$ cat config.mk
export PLATFORM = sky130hd
export DESIGN_NAME = prescaled_timer_chain
export DESIGN_NICKNAME = d
export VERILOG_FILES = /design/src/timer_chain_pkg.sv /design/src/prescaled_timer_chain.sv /design/src/reload_down_counter.sv
export SDC_FILE = /design/constraint.sdc
export NUM_CORES = 1
export LEC_CHECK = 0
export BUFFER_PORTS_ARGS = -buffer_cell sky130_fd_sc_hd__buf_2
export CAP_MARGIN = 10
export CORE_MARGIN = 5
export CORE_UTILIZATION = 60
export CTS_CLUSTER_SIZE = 40
export DETAILED_ROUTE_END_ITERATION = 16
export PLACE_DENSITY = 0.83
export SYNTH_ARGS = -nofsm -noshare
export SYNTH_HDL_FRONTEND = slang
export SYNTH_SLANG_ARGS = --single-unit
$ cat constraint.sdc
create_clock -name aclk -period 4.35 [get_ports aclk]
set_input_delay 0.6525 -clock aclk [delete_from_list [all_inputs] [get_ports aclk]]
set_output_delay 0.6525 -clock aclk [all_outputs]
set_load 0.05 [all_outputs]
$ cat src/timer_chain_pkg.sv
// Purpose: Shared constants for the prescaled timer chain.
// Assumes: 32-bit AXI4-Lite register bus, one word per register.
// Notes: Offsets are byte addresses.
package timer_chain_pkg;
  localparam logic [5:0] OFF_PRESCALER_TIMER1_CONTROL = 6'h00;
  localparam logic [5:0] OFF_TIMER2_CONTROL = 6'h04;
  localparam logic [5:0] OFF_TIMER3_CONTROL = 6'h08;
  localparam logic [5:0] OFF_TIMER1_LOAD = 6'h0C;
  localparam logic [5:0] OFF_TIMER1_HIGH_BITS_HOLDER = 6'h10;
  localparam logic [5:0] OFF_TIMER2_LOAD = 6'h14;
  localparam logic [5:0] OFF_TIMER3_LOAD = 6'h18;
  localparam logic [5:0] OFF_TIMER1_COUNT = 6'h1C;
  localparam logic [5:0] OFF_TIMER2_COUNT = 6'h20;
  localparam logic [5:0] OFF_TIMER3_COUNT = 6'h24;
  localparam logic [5:0] OFF_TIMER16_COUNT = 6'h28;
  localparam logic [5:0] OFF_IRQ_STATUS = 6'h2C;
  localparam logic [5:0] OFF_IRQ_MASK = 6'h30;
  localparam logic [5:0] OFF_WATCHDOG = 6'h34;

  // Field positions, prescaler and timer 1 control
  localparam int T1_RUN_BIT = 0;
  localparam int T1_SRC_BIT = 1;
  localparam int PRE_RATIO_BIT = 2;
  localparam int PRE_RUN_BIT = 3;
  // Timer 2 control
  localparam int T2_SRC_LSB = 0;
  localparam int TOUT_SEL_BIT = 2;
  localparam int T2_RUN_BIT = 3;
  // Timer 3 control
  localparam int T3_SRC_LSB = 0;
  localparam int T3_SPARE_BIT = 2;
  localparam int T3_RUN_BIT = 3;
  localparam int T3_OSC_HALF_BIT = 4;
  // Interrupt status and mask
  localparam int IRQ_T1 = 0;
  localparam int IRQ_T2 = 1;
  localparam int IRQ_T3 = 2;
  localparam int IRQ_T16 = 3;
  localparam int IRQ_WDT = 4;
  localparam int IRQ_BITS = 5;
  // Watchdog register
  localparam int WDT_ENABLE_BIT = 0;
  localparam int WDT_RESTART_BIT = 1;

  localparam int T1_WIDTH = 10;
  localparam int T23_WIDTH = 8;
  localparam int T16_WIDTH = 16;
  localparam int T16_WATCH_BIT = 14;
  localparam logic [1:0] WDT_FIRE_COUNT = 2'h2;

  localparam logic [3:0] INSTR_DIV = 4'h4;
  localparam logic [2:0] PRE_DIV4_LAST = 3'h3;
  localparam logic [2:0] PRE_DIV8_LAST = 3'h7;

  localparam logic [1:0] T2_SRC_PRESCALER = 2'h0;
  localparam logic [1:0] T2_SRC_TIMER1 = 2'h1;
  localparam logic [1:0] T2_SRC_INSTR = 2'h2;
  localparam logic [1:0] T2_SRC_TIMER16 = 2'h3;
  localparam logic [1:0] T3_SRC_TIMER2 = 2'h0;
  localparam logic [1:0] T3_SRC_PRESCALER = 2'h1;
  localparam logic [1:0] T3_SRC_OSC = 2'h2;

  localparam logic [1:0] RESP_OKAY = 2'h0;
  localparam logic [1:0] RESP_SLVERR = 2'h2;
endpackage
$ cat src/prescaled_timer_chain.sv
// Purpose: Prescaler, timers 1 to 3, free 16-bit timer and watchdog count.
// Assumes: AXI4-Lite slave on aclk; instruction clock is aclk divided.
// Notes: Timer source code 11 of timer 3 gives no count pulses.
//
// Local design decisions: the register addresses and the AXI4-Lite interface to the registers.
`timescale 1ns/1ps
`default_nettype none
module prescaled_timer_chain
  import timer_chain_pkg::*;
(
  input wire logic aclk,
  input wire logic aresetn,
  input wire logic [5:0] s_axi_awaddr,
  input wire logic s_axi_awvalid,
  output logic s_axi_awready,
  input wire logic [31:0] s_axi_wdata,
  input wire logic [3:0] s_axi_wstrb,
  input wire logic s_axi_wvalid,
  output logic s_axi_wready,
  output logic [1:0] s_axi_bresp,
  output logic s_axi_bvalid,
  input wire logic s_axi_bready,
  input wire logic [5:0] s_axi_araddr,
  input wire logic s_axi_arvalid,
  output logic s_axi_arready,
  output logic [31:0] s_axi_rdata,
  output logic [1:0] s_axi_rresp,
  output logic s_axi_rvalid,
  input wire logic s_axi_rready,
  output logic irq,
  output logic carrier_out,
  output logic timer_out,
  output logic timer_out_select,
  output logic watchdog_expired
);
  logic [3:0] prescaler_timer1_control, timer2_control;
  logic [4:0] timer3_control;
  logic [1:0] timer1_high_bits_holder, wdt_count;
  logic [9:0] reload1, count1;
  logic [7:0] reload2, reload3, count2, count3;
  logic [IRQ_BITS-1:0] irq_status, irq_mask, events;
  logic aw_held, w_held, do_write, lane0, do_read, read_hit, write_hit;
  logic [5:0] aw_addr;
  logic [31:0] w_data, read_value;
  logic [3:0] w_strb, instr_div_count;
  logic [2:0] prescaler_count;
  logic [T16_WIDTH-1:0] timer16;
  logic instr_tick, prescaler_output, oscillator_input, osc_half, wdt_enable;
  logic t16_underflow, t16_watch_prev, wdt_step, carrier, carrier_gate, carrier_rise;
  logic tick1, tick2, tick3, load1, load2, load3, uf1, uf2, uf3;

  // Write channel: address and data taken in either order
  assign s_axi_awready = !aw_held && !s_axi_bvalid;
  assign s_axi_wready = !w_held && !s_axi_bvalid;
  assign do_write = aw_held && w_held && !s_axi_bvalid;
  assign lane0 = w_strb[0];

  always_ff @(posedge aclk) begin
    if (!aresetn) begin
      aw_held <= 1'b0;
      aw_addr <= 6'h00;
    end else if (s_axi_awvalid && s_axi_awready) begin
      aw_held <= 1'b1;
      aw_addr <= s_axi_awaddr;
    end else if (do_write) begin
      aw_held <= 1'b0;
    end
  end

  always_ff @(posedge aclk) begin
    if (!aresetn) begin
      w_held <= 1'b0;
      w_data <= 32'h00000000;
      w_strb <= 4'h0;
    end else if (s_axi_wvalid && s_axi_wready) begin
      w_held <= 1'b1;
      w_data <= s_axi_wdata;
      w_strb <= s_axi_wstrb;
    end else if (do_write) begin
      w_held <= 1'b0;
    end
  end

  always_comb begin
    unique case ({aw_addr[5:2], 2'b00})
      OFF_PRESCALER_TIMER1_CONTROL, OFF_TIMER2_CONTROL, OFF_TIMER3_CONTROL,
      OFF_TIMER1_LOAD, OFF_TIMER1_HIGH_BITS_HOLDER, OFF_TIMER2_LOAD,
      OFF_TIMER3_LOAD, OFF_IRQ_STATUS, OFF_IRQ_MASK, OFF_WATCHDOG: write_hit = 1'b1;
      default: write_hit = 1'b0;
    endcase
  end

  always_ff @(posedge aclk) begin
    if (!aresetn) begin
      s_axi_bvalid <= 1'b0;
      s_axi_bresp <= RESP_OKAY;
    end else if (do_write) begin
      s_axi_bvalid <= 1'b1;
      s_axi_bresp <= write_hit ? RESP_OKAY : RESP_SLVERR;
    end else if (s_axi_bready) begin
      s_axi_bvalid <= 1'b0;
    end
  end

  function automatic logic wr(input logic [5:0] off);
    wr = do_write && lane0 && ({aw_addr[5:2], 2'b00} == off);
  endfunction

  always_ff @(posedge aclk) begin
    if (!aresetn) begin
      prescaler_timer1_control <= 4'h0;
      timer2_control <= 4'h0;
      timer3_control <= 5'h00;
      irq_mask <= '0;
      wdt_enable <= 1'b0;
    end else begin
      if (wr(OFF_PRESCALER_TIMER1_CONTROL)) prescaler_timer1_control <= w_data[3:0];
      if (wr(OFF_TIMER2_CONTROL)) timer2_control <= w_data[3:0];
      if (wr(OFF_TIMER3_CONTROL)) timer3_control <= w_data[4:0];
      if (wr(OFF_IRQ_MASK)) irq_mask <= w_data[IRQ_BITS-1:0];
      if (wr(OFF_WATCHDOG)) wdt_enable <= w_data[WDT_ENABLE_BIT];
    end
  end

  // Holder feeds timer 1 upper bits on load and catches them on a count read
  always_ff @(posedge aclk) begin
    if (!aresetn) begin
      timer1_high_bits_holder <= 2'h0;
    end else if (wr(OFF_TIMER1_HIGH_BITS_HOLDER)) begin
      timer1_high_bits_holder <= w_data[1:0];
    end else if (do_read && ({s_axi_araddr[5:2], 2'b00} == OFF_TIMER1_COUNT)) begin
      timer1_high_bits_holder <= count1[9:8];
    end
  end

  assign load1 = wr(OFF_TIMER1_LOAD);
  assign load2 = wr(OFF_TIMER2_LOAD);
  assign load3 = wr(OFF_TIMER3_LOAD);

  always_ff @(posedge aclk) begin
    if (!aresetn) begin
      reload1 <= 10'h000;
      reload2 <= 8'h00;
      reload3 <= 8'h00;
    end else begin
      if (load1) reload1 <= {timer1_high_bits_holder, w_data[7:0]};
      if (load2) reload2 <= w_data[7:0];
      if (load3) reload3 <= w_data[7:0];
    end
  end

  // Read channel: one cycle from address to data
  assign s_axi_arready = !s_axi_rvalid;
  assign do_read = s_axi_arvalid && s_axi_arready;

  always_comb begin
    read_value = 32'h00000000;
    read_hit = 1'b1;
    unique case ({s_axi_araddr[5:2], 2'b00})
      OFF_PRESCALER_TIMER1_CONTROL: read_value[3:0] = prescaler_timer1_control;
      OFF_TIMER2_CONTROL: read_value[3:0] = timer2_control;
      OFF_TIMER3_CONTROL: read_value[4:0] = timer3_control;
      OFF_TIMER1_LOAD: read_value[7:0] = reload1[7:0];
      OFF_TIMER1_HIGH_BITS_HOLDER: read_value[1:0] = timer1_high_bits_holder;
      OFF_TIMER2_LOAD: read_value[7:0] = reload2;
      OFF_TIMER3_LOAD: read_value[7:0] = reload3;
      OFF_TIMER1_COUNT: read_value[7:0] = count1[7:0];
      OFF_TIMER2_COUNT: read_value[7:0] = count2;
      OFF_TIMER3_COUNT: read_value[7:0] = count3;
      OFF_TIMER16_COUNT: read_value[15:0] = timer16;
      OFF_IRQ_STATUS: read_value[IRQ_BITS-1:0] = irq_status;
      OFF_IRQ_MASK: read_value[IRQ_BITS-1:0] = irq_mask;
      OFF_WATCHDOG: read_value[3:0] = {wdt_count, 1'b0, wdt_enable};
      default: read_hit = 1'b0;
    endcase
  end

  always_ff @(posedge aclk) begin
    if (!aresetn) begin
      s_axi_rvalid <= 1'b0;
      s_axi_rdata <= 32'h00000000;
      s_axi_rresp <= RESP_OKAY;
    end else if (do_read) begin
      s_axi_rvalid <= 1'b1;
      s_axi_rdata <= read_value;
      s_axi_rresp <= read_hit ? RESP_OKAY : RESP_SLVERR;
    end else if (s_axi_rready) begin
      s_axi_rvalid <= 1'b0;
    end
  end

  // Instruction clock enable
  assign instr_tick = (instr_div_count == INSTR_DIV - 4'h1);
  always_ff @(posedge aclk) begin
    if (!aresetn || instr_tick) begin
      instr_div_count <= 4'h0;
    end else begin
      instr_div_count <= instr_div_count + 4'h1;
    end
  end

  // Prescaler; stopping it returns it to its initial state
  always_ff @(posedge aclk) begin
    if (!aresetn || !prescaler_timer1_control[PRE_RUN_BIT]) begin
      prescaler_count <= 3'h0;
      prescaler_output <= 1'b0;
    end else begin
      prescaler_output <= 1'b0;
      if (instr_tick) begin
        if (prescaler_count == (prescaler_timer1_control[PRE_RATIO_BIT] ?
                                PRE_DIV8_LAST : PRE_DIV4_LAST)) begin
          prescaler_count <= 3'h0;
          prescaler_output <= 1'b1;
        end else begin
          prescaler_count <= prescaler_count + 3'h1;
        end
      end
    end
  end

  // Oscillator source: every cycle or every other cycle
  always_ff @(posedge aclk) begin
    if (!aresetn) begin
      osc_half <= 1'b0;
    end else begin
      osc_half <= !osc_half;
    end
  end

  assign oscillator_input = timer3_control[T3_OSC_HALF_BIT] ? osc_half : 1'b1;
  // Free-running 16-bit divider, underflow once per 65536 instruction ticks
  always_ff @(posedge aclk) begin
    if (!aresetn) begin
      timer16 <= '0;
      t16_underflow <= 1'b0;
    end else begin
      t16_underflow <= instr_tick && (timer16 == '0);
      if (instr_tick) begin
        timer16 <= timer16 - 16'h0001;
      end
    end
  end

  // Watchdog stage counts falls of the fifteenth bit
  assign wdt_step = t16_watch_prev && !timer16[T16_WATCH_BIT];
  assign watchdog_expired = wdt_enable && (wdt_count == WDT_FIRE_COUNT);

  always_ff @(posedge aclk) begin
    if (!aresetn) begin
      t16_watch_prev <= 1'b0;
      wdt_count <= 2'h0;
    end else begin
      t16_watch_prev <= timer16[T16_WATCH_BIT];
      if (!wdt_enable || wr(OFF_WATCHDOG) && w_data[WDT_RESTART_BIT]) begin
        wdt_count <= 2'h0;
      end else if (wdt_step && wdt_count != WDT_FIRE_COUNT) begin
        wdt_count <= wdt_count + 2'h1;
      end
    end
  end

  // Source selection
  assign tick1 = prescaler_timer1_control[T1_SRC_BIT] ? carrier_rise : prescaler_output;
  always_comb begin
    unique case (timer2_control[T2_SRC_LSB +: 2])
      T2_SRC_PRESCALER: tick2 = prescaler_output;
      T2_SRC_TIMER1: tick2 = uf1;
      T2_SRC_INSTR: tick2 = instr_tick;
      T2_SRC_TIMER16: tick2 = t16_underflow;
    endcase
  end

  always_comb begin
    unique case (timer3_control[T3_SRC_LSB +: 2])
      T3_SRC_TIMER2: tick3 = uf2;
      T3_SRC_PRESCALER: tick3 = prescaler_output;
      T3_SRC_OSC: tick3 = oscillator_input;
      default: tick3 = 1'b0;
    endcase
  end

  reload_down_counter #(.WIDTH(T1_WIDTH)) timer1 (
    .aclk(aclk),
    .aresetn(aresetn),
    .run(prescaler_timer1_control[T1_RUN_BIT]),
    .tick(tick1),
    .load(load1),
    .load_value({timer1_high_bits_holder, w_data[7:0]}),
    .reload_value(reload1),
    .count(count1),
    .underflow(uf1)
  );

  reload_down_counter #(.WIDTH(T23_WIDTH)) timer2 (
    .aclk(aclk),
    .aresetn(aresetn),
    .run(timer2_control[T2_RUN_BIT]),
    .tick(tick2),
    .load(load2),
    .load_value(w_data[7:0]),
    .reload_value(reload2),
    .count(count2),
    .underflow(uf2)
  );

  reload_down_counter #(.WIDTH(T23_WIDTH)) timer3 (
    .aclk(aclk),
    .aresetn(aresetn),
    .run(timer3_control[T3_RUN_BIT]),
    .tick(tick3),
    .load(load3),
    .load_value(w_data[7:0]),
    .reload_value(reload3),
    .count(count3),
    .underflow(uf3)
  );

  // Carrier from timer 3, gated by timer 1, and timer output from timer 2
  assign carrier_rise = uf3 && !carrier;
  always_ff @(posedge aclk) begin
    if (!aresetn) begin
      carrier <= 1'b0;
      carrier_gate <= 1'b0;
      carrier_out <= 1'b0;
      timer_out <= 1'b0;
      timer_out_select <= 1'b0;
    end else begin
      if (uf3) carrier <= !carrier;
      if (uf1) carrier_gate <= !carrier_gate;
      carrier_out <= carrier && carrier_gate;
      if (uf2) timer_out <= !timer_out;
      timer_out_select <= timer2_control[TOUT_SEL_BIT];
    end
  end

  // Sticky flags; a new event wins over a clear in the same cycle
  assign events = {watchdog_expired && wdt_step, t16_underflow, uf3, uf2, uf1};
  always_ff @(posedge aclk) begin
    if (!aresetn) begin
      irq_status <= '0;
    end else if (wr(OFF_IRQ_STATUS)) begin
      irq_status <= (irq_status & ~w_data[IRQ_BITS-1:0]) | events;
    end else begin
      irq_status <= irq_status | events;
    end
  end

  assign irq = |(irq_status & irq_mask);
endmodule
`default_nettype wire

$ cat src/reload_down_counter.sv
// Purpose: Reloadable down-counter with registered underflow pulse.
// Assumes: tick is a one-cycle enable on aclk.
// Notes: Underflow is registered so chained timers form no loop.
`timescale 1ns/1ps
`default_nettype none
module reload_down_counter #(
  parameter int WIDTH = 8
) (
  input wire logic aclk,
  input wire logic aresetn,
  input wire logic run,
  input wire logic tick,
  input wire logic load,
  input wire logic [WIDTH-1:0] load_value,
  input wire logic [WIDTH-1:0] reload_value,
  output logic [WIDTH-1:0] count,
  output logic underflow
);
  logic at_zero;
  assign at_zero = (count == '0);

  always_ff @(posedge aclk) begin
    if (!aresetn) begin
      count <= '0;
    end else if (load) begin
      count <= load_value;
    end else if (run && tick) begin
      if (at_zero) begin
        count <= reload_value;
      end else begin
        count <= count - 1'b1;
      end
    end
  end

  always_ff @(posedge aclk) begin
    if (!aresetn) begin
      underflow <= 1'b0;
    end else begin
      underflow <= run && tick && at_zero && !load;
    end
  end
endmodule
`default_nettype wire

After elaboration in Yosys (flattened, before gate mapping):

Cells that the tools add are included.

* flip-flop bits (word level): 154
* input port bits: 55
* logic and storage cells: 194

* bitwise logic cells: 7
* add/subtract/negate cells: 7
* equal/unequal tests: 31
* reductions and logical operators: 75
* multiplexer cells: 35

Operators with widths (number)
* $mux 8: 7
* $eq 4x4->1 const B: 9
* $logic_and 1x1->1: 36
* $mux 10: 3
* $eq 4x3->1 const B: 7
* $pmux 2 s14: 1
* $pmux 2 s13: 1
* $pmux 3 s7: 1
* $eq 4x2->1 const B: 5
* $logic_not 16->1: 1
* $logic_not 8->1: 2
* $reduce_bool 2->1: 8
* $sub 16x1->16 const B: 1
* $sub 8x1->8 const B: 2
* $logic_not 1->1: 15
* $reduce_or 14->1: 1
* $mux 1: 12
* $and 5x5->5: 2
* $logic_not 10->1: 1
* $or 5x5->5: 2
* $pmux 1 s10: 1
* $reduce_or 10->1: 1
* $sub 10x1->10 const B: 1
* $eq 2x2->1 const B: 4
* other kinds (19): 31

Depth between registers and ports, before layout:

Gate-level depths: netlist of run 1.

* depth in word-level cells: 7
* depth in mapped cells: 7

Hierarchy:

A second synthesis of run 1 with hierarchy kept.

* cell total of the unflattened synthesis: 924
* area, all modules: 8127.8 µm²

By module, submodules not included
* prescaled_timer_chain: sequential area each 2422.3 µm², times used 1, area each 5999.5 µm², cells each 668
* reload_down_counter at timer2 ...: sequential area each 180.2 µm², times used 2, area each 681.9 µm², cells each 80
* reload_down_counter at timer1: sequential area each 220.2 µm², times used 1, area each 764.5 µm², cells each 96

Worst setup path before layout of run 1:

OpenSTA, ideal clock, no wires.

* path type: register to register
* start point: register s_axi_bvalid
* end point: register aw_addr[5]
* arrival time: 1979 ps
* path slack: 2244 ps
* stages on the path, launching flop included: 6
* setup time: 128 ps
* clock period less this slack: 2106 ps
* cells stage by stage: dfxtp_1 > nor2_1 > and2_1 > clkbuf_1 > mux2i_1 > nor2_1

* longest elaborated chain between the ends: 3

Ends and longest elaborated chain
* from (decl): line prescaled_timer_chain.sv:21 `output logic s_axi_bvalid,`
* from (signal assigned): line prescaled_timer_chain.sv:95 `s_axi_bvalid <= 1'b0;`
* from (signal assigned): line prescaled_timer_chain.sv:98 `s_axi_bvalid <= 1'b1;`
* from (signal assigned): line prescaled_timer_chain.sv:101 `s_axi_bvalid <= 1'b0;`
* $logic_not 1->1: line prescaled_timer_chain.sv:53 `assign s_axi_awready = !aw_held && !s_axi_bvalid;`
* $logic_and 1x1->1: line prescaled_timer_chain.sv:53
* via s_axi_awready: line prescaled_timer_chain.sv:15 `output logic s_axi_awready,`
* $logic_and 1x1->1: line prescaled_timer_chain.sv:62 `end else if (s_axi_awvalid && s_axi_awready) begin`
* to (signal assigned): line prescaled_timer_chain.sv:64 `aw_addr <= s_axi_awaddr;`
* to (decl): line prescaled_timer_chain.sv:43 `logic [5:0] aw_addr;`

The timed path passes the listed nets, and every way through them passes these cells.
A chain may end at the register's enable or synchronous reset.

Final worst setup path of run 1:

* start point: register timer2_control[0]
* end point: register timer2.count[5]

* longest elaborated chain between the ends: 4

Ends and longest elaborated chain
* from (decl): line prescaled_timer_chain.sv:36 `logic [3:0] prescaler_timer1_control, timer2_control;`
* from (signal assigned): line prescaled_timer_chain.sv:118 `if (wr(OFF_TIMER2_CONTROL)) timer2_control <= w_data[3:0];`
* $eq 2x2->1, or another cell as far along: line prescaled_timer_chain.sv:265 `unique case (timer2_control[T2_SRC_LSB +: 2])`
* $pmux 1 s4 *: line prescaled_timer_chain.sv:265
* $logic_and 1x1->1 *: line reload_down_counter.sv:27 `end else if (run && tick) begin`
* $reduce_bool 2->1 (no source line) *
* to (signal assigned): line reload_down_counter.sv:26 `count <= load_value;`
* to (signal assigned): line reload_down_counter.sv:29 `count <= reload_value;`
* to (signal assigned): line reload_down_counter.sv:31 `count <= count - 1'b1;`
* to (decl): line reload_down_counter.sv:16 `output logic [WIDTH-1:0] count,`

Every way passes the cells marked *; elsewhere a longest branch is shown, timed or not.

==> impl_results.md, run 1 <==
* Status: completed
* DRC at 0
* Placed Area at 0.00778 sq mm
* Synthesis Warnings at 0
* Worst path slowest cell: o221ai_1
* Fraction of layout cells with a size suffix above 1 at 11.9%
* Arrival time worst endpoint at 2.87 ns
* Area of the multi-input gates at 0.00417 sq mm
* Area contributors post-synth: dfxtp_1 40%, nand2_1 6.2%, a21oi_1 6.1%
* CTS Hold Buffers Added at 0
* Worst-path fanout max at 13
* Setup violators final at 0
* Clk sink count at 150
* Clk slew on worst S/H paths at 0.06 ns
* Initial antenna violation count at 0
* I/O pin cnt at 101
* Non-Filler Instances at 1129
* Share of the synthesized area in the top cell type at 39.6%
* DRT Wirelength at 20.4 mm
* Setup Skew at 0.00683 ns
* TritonCTS Buffers at 17
* 1st-pass router iterations at 5
* Die X-Extent at 122 um
* Core ar. at 0.0125 sq mm
* Antenna-violating nets left at 0
* CP Data Required Time at 4.67 ns
* CP top delay family: compound AO/OA/AOI/OAI gates
* Global-route wire length before repair at 32.9 mm
* Placed insts at 1097
* Final hold vios at 0
* MaxCap Viol Count at 0
* Post-synthesis sequential area ratio at 39.6%
* Synth-to-Final Area Change at 10.7%
* Via count at 6945
* Clock root buffer: clkbuf_16
* Total area of sequential cells at 0.00300 sq mm
* Syn Area/Cell at 8.15 sq um
* Hold crit path type: reg -> reg
* DP HPWL at 14.3 mm
* Gr ovfl total at 0
* Tot GR Track Use at 27.9%
* Post-Syn Area at 0.00758 sq mm
* Crit path time final at 2.55 ns
* Main flop type after synthesis: dfxtp_1
* Starting Density at 60.6%
* #FFs+latches synth at 150
* Worst setup EP type: flop
* CP Buf/Inv Count at 0
* Clock buffer depth at 2
* Rows at 41
* Cell area after layout at 0.00839 sq mm
* Final net count at 1009
* Vias per cell at 6.15
* Leakage at 3.17 nW
* Vias in the first global route at 6359
* Worst-margin pin slew at 1.18 ns
* Post-synth EDFFs at 0
* Most common cell after layout, fill and taps aside: dfxtp_1
* FF-to-FF setup slack at 1.80 ns
* Drt wl/cell at 18.1 um
* Post-synth ARST share at 0%
* CP Launch Type: flop
* P per Cell Area at 388 mW/mm^2
* Period Utilization, post-route at 58.6%
* Final slew viol count at 0
* Pre-CTS WS at 1.70 ns
* Fmax at 392 MHz
* TritonCTS clock tree: built
* RSZ-0062 raised after global routing: false
* Port buffer count at 51
* Peak supply drop at 0.279 mV
* Clk_lat worst skew at 0.43 ns
* CP cell instances: mux2_2 > o221ai_1 > nor2_1 > a22o_1 > a32o_1
* GP Congestion at 0.978
* Setup_tns at 0 ns
* Utilization after layout at 67.1%
* Crit path largest cell delay at 0.92 ns
* Die span in y at 122 um
* Pin count of the biggest net entering global routing at 40
* N_diodes at 0
* Most frequent cells in the layout: 150 x dfxtp_1, 125 x nand2_1, 94 x nor2_1
* Synth area leader: dfxtp_1
* H-tree depth at 4
* Post-synthesis cell type count at 76
* Cells after synthesis at 931
* Postcts setup bufs at 0
* Max transition margin at 21.5%
* Fillers at 1038
* CP Class: reg -> reg
* Iter 0 DRT Violations at 793
* Die Footprint at 0.0150 sq mm
* Post-CTS Resized at 0
* Setup WS post-layout at 1.80 ns
==> layout make-up <==
class / instances / share of cell area, %
clock buffers: 20 / 5.20
clock inverters: 12 / 2.12
inverters: 27 / 1.22
multi-input cells: 692 / 49.6
flip-flops and latches: 150 / 35.8
well taps: 172 / 2.56
repair buffers: 56 / 3.49
==> report_power, final <==
part	internal (W)	total, W	switching (W)
clock	0.000959	0.00153	0.000570
sequential	0.00140	0.00145	0.0000495
combinational	0.0000799	0.000275	0.000195
==> metal layers <==
metal	vias up	track usage, %	wire (um)	share of wire [%]
met2	337	43.8	9370	46
met5	-	0	0	0
met1	3229	37.2	8360	41
met4	0	11.4	604	3.0
li1	3318	-	-	-
met3	61	6.41	2070	10
==> worst register-to-register path, stage by stage (launching register included) <==
cell,delay (ns)
dfxtp_1,0.41
mux2_2,0.36
o221ai_1,0.92
nor2_1,0.29
a22o_1,0.26
a32o_1,0.20
==> cells by family after synthesis <==
kind of cell | after synthesis | synth area share, %
simple gates | 373 | 24.5
buf+inv | 106 | 6.43
compound gates | 225 | 18.7
fa+ha+maj | 10 | 1.65
other cells | 1 | 0.0494
mux | 46 | 6.83
xor+xnor | 20 | 2.31
flops | 150 | 39.6
==> cell usage after synthesis (all sizes together) (8+ instances only) <==
cell,n
dfxtp,150
nand2,125
nor2,95
a21oi,93
buf,41
clkbuf,38
mux2i,36
nand3,33
o21ai,32
nor3,27
inv,26
a22oi,15
a31oi,14
xnor2,13
a211oi,12
ha,10
nor3b,10
nor4,10
nand2b,9
nor2b,9
o22ai,9
and2,8
and3,8
nand3b,8
==> final timing paths <==
kind                     start               to  cells after the start
max          timer2_control[0]  timer2.count[5]                      5
min                   osc_half         osc_half                      1
max reg2reg  timer2_control[0]  timer2.count[5]                      5
min reg2reg           osc_half         osc_half                      1
==> metrics by stage <==
step                      total power [W]  hold slack [ns]
after global routing              0.00336            0.423
after global placement            0.00175            0.393
after floorplan                   0.00170            0.385
after CTS                         0.00327            0.402
after detailed placement          0.00175            0.399
final                             0.00326            0.407
==> flip-flops by register name, summed over array words and instances, names as in the netlist, 8 cells and up <==
name	cells
timer3.count	8
timer16	16
reload1	10
timer1.count	10
timer2.count	8
reload2	8
s_axi_rdata	16
w_data	8
reload3	8
(Power assumes the default switching activity.)
==> run 2, diff against run 1 <==
--- a/config.mk
+++ b/config.mk
@@ -8,10 +8,10 @@
 export BUFFER_PORTS_ARGS = -buffer_cell sky130_fd_sc_hd__buf_2
 export CAP_MARGIN = 10
 export CORE_MARGIN = 5
-export CORE_UTILIZATION = 60
+export CORE_UTILIZATION = 52
 export CTS_CLUSTER_SIZE = 40
 export DETAILED_ROUTE_END_ITERATION = 16
-export PLACE_DENSITY = 0.83
+export PLACE_DENSITY = 0.76
 export SYNTH_ARGS = -nofsm -noshare
 export SYNTH_HDL_FRONTEND = slang
 export SYNTH_SLANG_ARGS = --single-unit
==> constraint.sdc (replaced) <==
create_clock -name aclk -period 2.21 [get_ports aclk]
set_input_delay 0.3315 -clock aclk [delete_from_list [all_inputs] [get_ports aclk]]
set_output_delay 0.3315 -clock aclk [all_outputs]
set_load 0.05 [all_outputs]
==> impl_results.md, run 2 (same netlist as run 1, synthesis figures left out) <==
* Peak supply drop at 0.919 mV (+230%)
* Biggest regs: s_axi_rdata x16, timer16 x16
* Leakage at 3.35 nW (+5.9%)
* CP Buf/Inv Count at 1 (+1)
* DR WL met3 at 2.05 mm (-0.87%)
* TritonCTS Buffers at 17 (unchanged)
* WL met1 at 9.07 mm (+8.5%)
* Fraction of layout cells with a size suffix above 1 at 15.2% (+3.2 points)
* Highest metal used: met4
* Switching Share at 25.0% (about the same)
* Worst min-delay path startpoint: s_axi_rready
* Clk_lat worst skew at 0.43 ns (about the same)
* Number of cells on the critical path at 7 (+2)
* I/O pin cnt at 101 (unchanged)
* Most common cell after layout, fill and taps aside: dfxtp_1
* GP Congestion at 0.926 (-5.3%)
* Status: completed
* Gr ovfl total at 0 (unchanged)
* Max transition margin at 37.1% (+16 points)
* Setup Skew at 0.00854 ns (+0.00170 ns)
* Critical path launch point: instr_div_count[0]
* Worst setup EP type: flop
* CP Launch Type: flop
* CP cell instances: ha_1 > nor4b_2 > o221ai_1 > buf_4 > nor2_1 > nand2_1 > a32o_1
* Period Utilization, post-route at 94.0% (+35 points)
* Global-route wire length before repair at 33.9 mm (+2.8%)
* H-tree depth at 4 (unchanged)
* Pin count of the biggest net entering global routing at 34 (-15%)
* CP Capture Point: timer2.count[5]
* WL met2 at 9.52 mm (+1.5%)
* Reg-to-Reg Start: instr_div_count[0]
* Comb pwr share at 8.8% (+0.4 points)
* 1st-pass router iterations at 8 (+3)
* Final hold vios at 0 (unchanged)
* Pint at 0.00489 W (+100%)
* Worst Reg2Reg Path Length in Cells at 7 (+2)
* Reg2Reg Capture Point: timer2.count[5]
* Clock root buffer: clkbuf_16
* Tot GR Track Use at 25.4% (-2.5 points)
* Vias in the first global route at 6448 (+1.4%)
* Iter 0 DRT Violations at 878 (+11%)
* Drt wl/cell at 18.1 um (about the same)
* Clk sink count at 150 (unchanged)
* Pre-CTS WS at 0.0728 ns (-1.63 ns)
* Antenna-violating nets left at 0 (unchanged)
* Worst-margin pin slew at 0.936 ns (-0.242 ns)
* Crit path largest cell delay at 0.35 ns (-0.57 ns)
* CP top delay family: simple AND/OR/NAND/NOR gates
* Rows at 44 (+7.3%)
* DRC at 0 (unchanged)
* P per Cell Area at 752 mW/mm^2 (+94%)
* FF-to-FF setup slack at 0.13 ns (-1.67 ns)
* MaxCap Viol Count at 0 (unchanged)
* Fmax at 481 MHz (+23%)
* Die Footprint at 0.0171 sq mm (+14%)
* Final slew viol count at 0 (unchanged)
* CP Data Required Time at 2.53 ns (-2.14 ns)
* Clock buffer depth at 2 (unchanged)
* Crit path time final at 2.08 ns (-0.472 ns)
* Utilization after layout at 60.1% (-6.9 points)
* TritonCTS clock tree: built
* Die span in y at 131 um (+6.8%)
* Starting Density at 52.6% (-8.0 points)
* Via count at 7031 (+1.2%)
* Worst hold slack at 0.0940 ns (-0.313 ns)
* Most frequent cells in the layout: 150 x dfxtp_1, 125 x nand2_1, 94 x nor2_1
* Psw at 0.00163 W (+100%)
* Hold crit path type: in -> reg
* Worst-path fanout max at 13 (unchanged)
* DRT Wirelength at 21.2 mm (+4.0%)
* Die X-Extent at 131 um (+6.8%)
* Synth-to-Final Area Change at 14.3%
* Vias per cell at 5.99 (-2.6%)
* Port buffer count at 51 (unchanged)
* Initial antenna violation count at 0 (unchanged)
* CP Class: reg -> reg
* Seq pwr share at 43.8% (-0.8 points)
* Setup_tns at 0 ns (unchanged)
* Clock power share at 47.4% (+0.5 points)
* Clk slew on worst S/H paths at 0.06 ns (about the same)
* Final net count at 1042 (+3.3%)
* N_diodes at 0 (unchanged)
* Setup WS post-layout at 0.133 ns (-1.67 ns)
* DP HPWL at 15.3 mm (+6.5%)
* Core ar. at 0.0144 sq mm (+15%)
* Arrival time worst endpoint at 2.40 ns (-0.47 ns)
* Worst path slowest cell: dfxtp_1
* Setup violators final at 0 (unchanged)
* Hold Path Depth at 2 (+1)
==> run 2: worst min-delay path by stage <==
stage | endpoint | slack (ns)
6_report | s_axi_rvalid | 0.09
5_1_grt | s_axi_rvalid | 0.08
4_1_cts | s_axi_rvalid | 0.09
3_5_place_dp | osc_half | 0.40
3_3_place_gp | osc_half | 0.39
2_1_floorplan | osc_half | 0.38
==> run 2: area by class of cell <==
| cell class | instances | area (sq um) |
|---|---|---|
| clock inverters | 12 | 174 |
| clock buffers | 20 | 457 |
| fillers | 1273 | 5750 |
| multi-input cells | 692 | 4160 |
| flip-flops and latches | 150 | 3000 |
| well taps | 184 | 230 |
| inverters | 27 | 103 |
| repair buffers | 89 | 541 |
==> run 2: layer usage <==
layer | track usage [%] | up-vias
met4 | 11.1 | 0
met1 | 33.8 | 3256
met2 | 39.3 | 347
li1 | - | 3378
met3 | 6.46 | 50
met5 | 0 | -
==> run 2: through the flow <==
stage	std cells	area, sq um	power [W]
final	1174	8670	0.00652
after global routing	1174	8670	0.00672
after CTS	1174	8660	0.00654
after detailed placement	1142	8030	0.00348
after global placement	1142	8030	0.00347
after floorplan	948	7650	0.00334
==> run 2: what timing repair did <==
item | in CTS | in global routing
setup buffers | 0 | 0
resized for setup | 0 | 1
setup endpoints to repair | 0 | 3
hold endpoints to repair | 0 | 0
hold buffers | 0 | 0
==> run 2: power groups by stage <==
stage | registers [W] | logic [W] | clock network, W
global placement | 0.00291 | 0.000558 | 0
floorplan | 0.00290 | 0.000447 | 0
finish | 0.00286 | 0.000576 | 0.00309
global route | 0.00286 | 0.000630 | 0.00323
detailed placement | 0.00291 | 0.000567 | 0
CTS | 0.00285 | 0.000572 | 0.00311
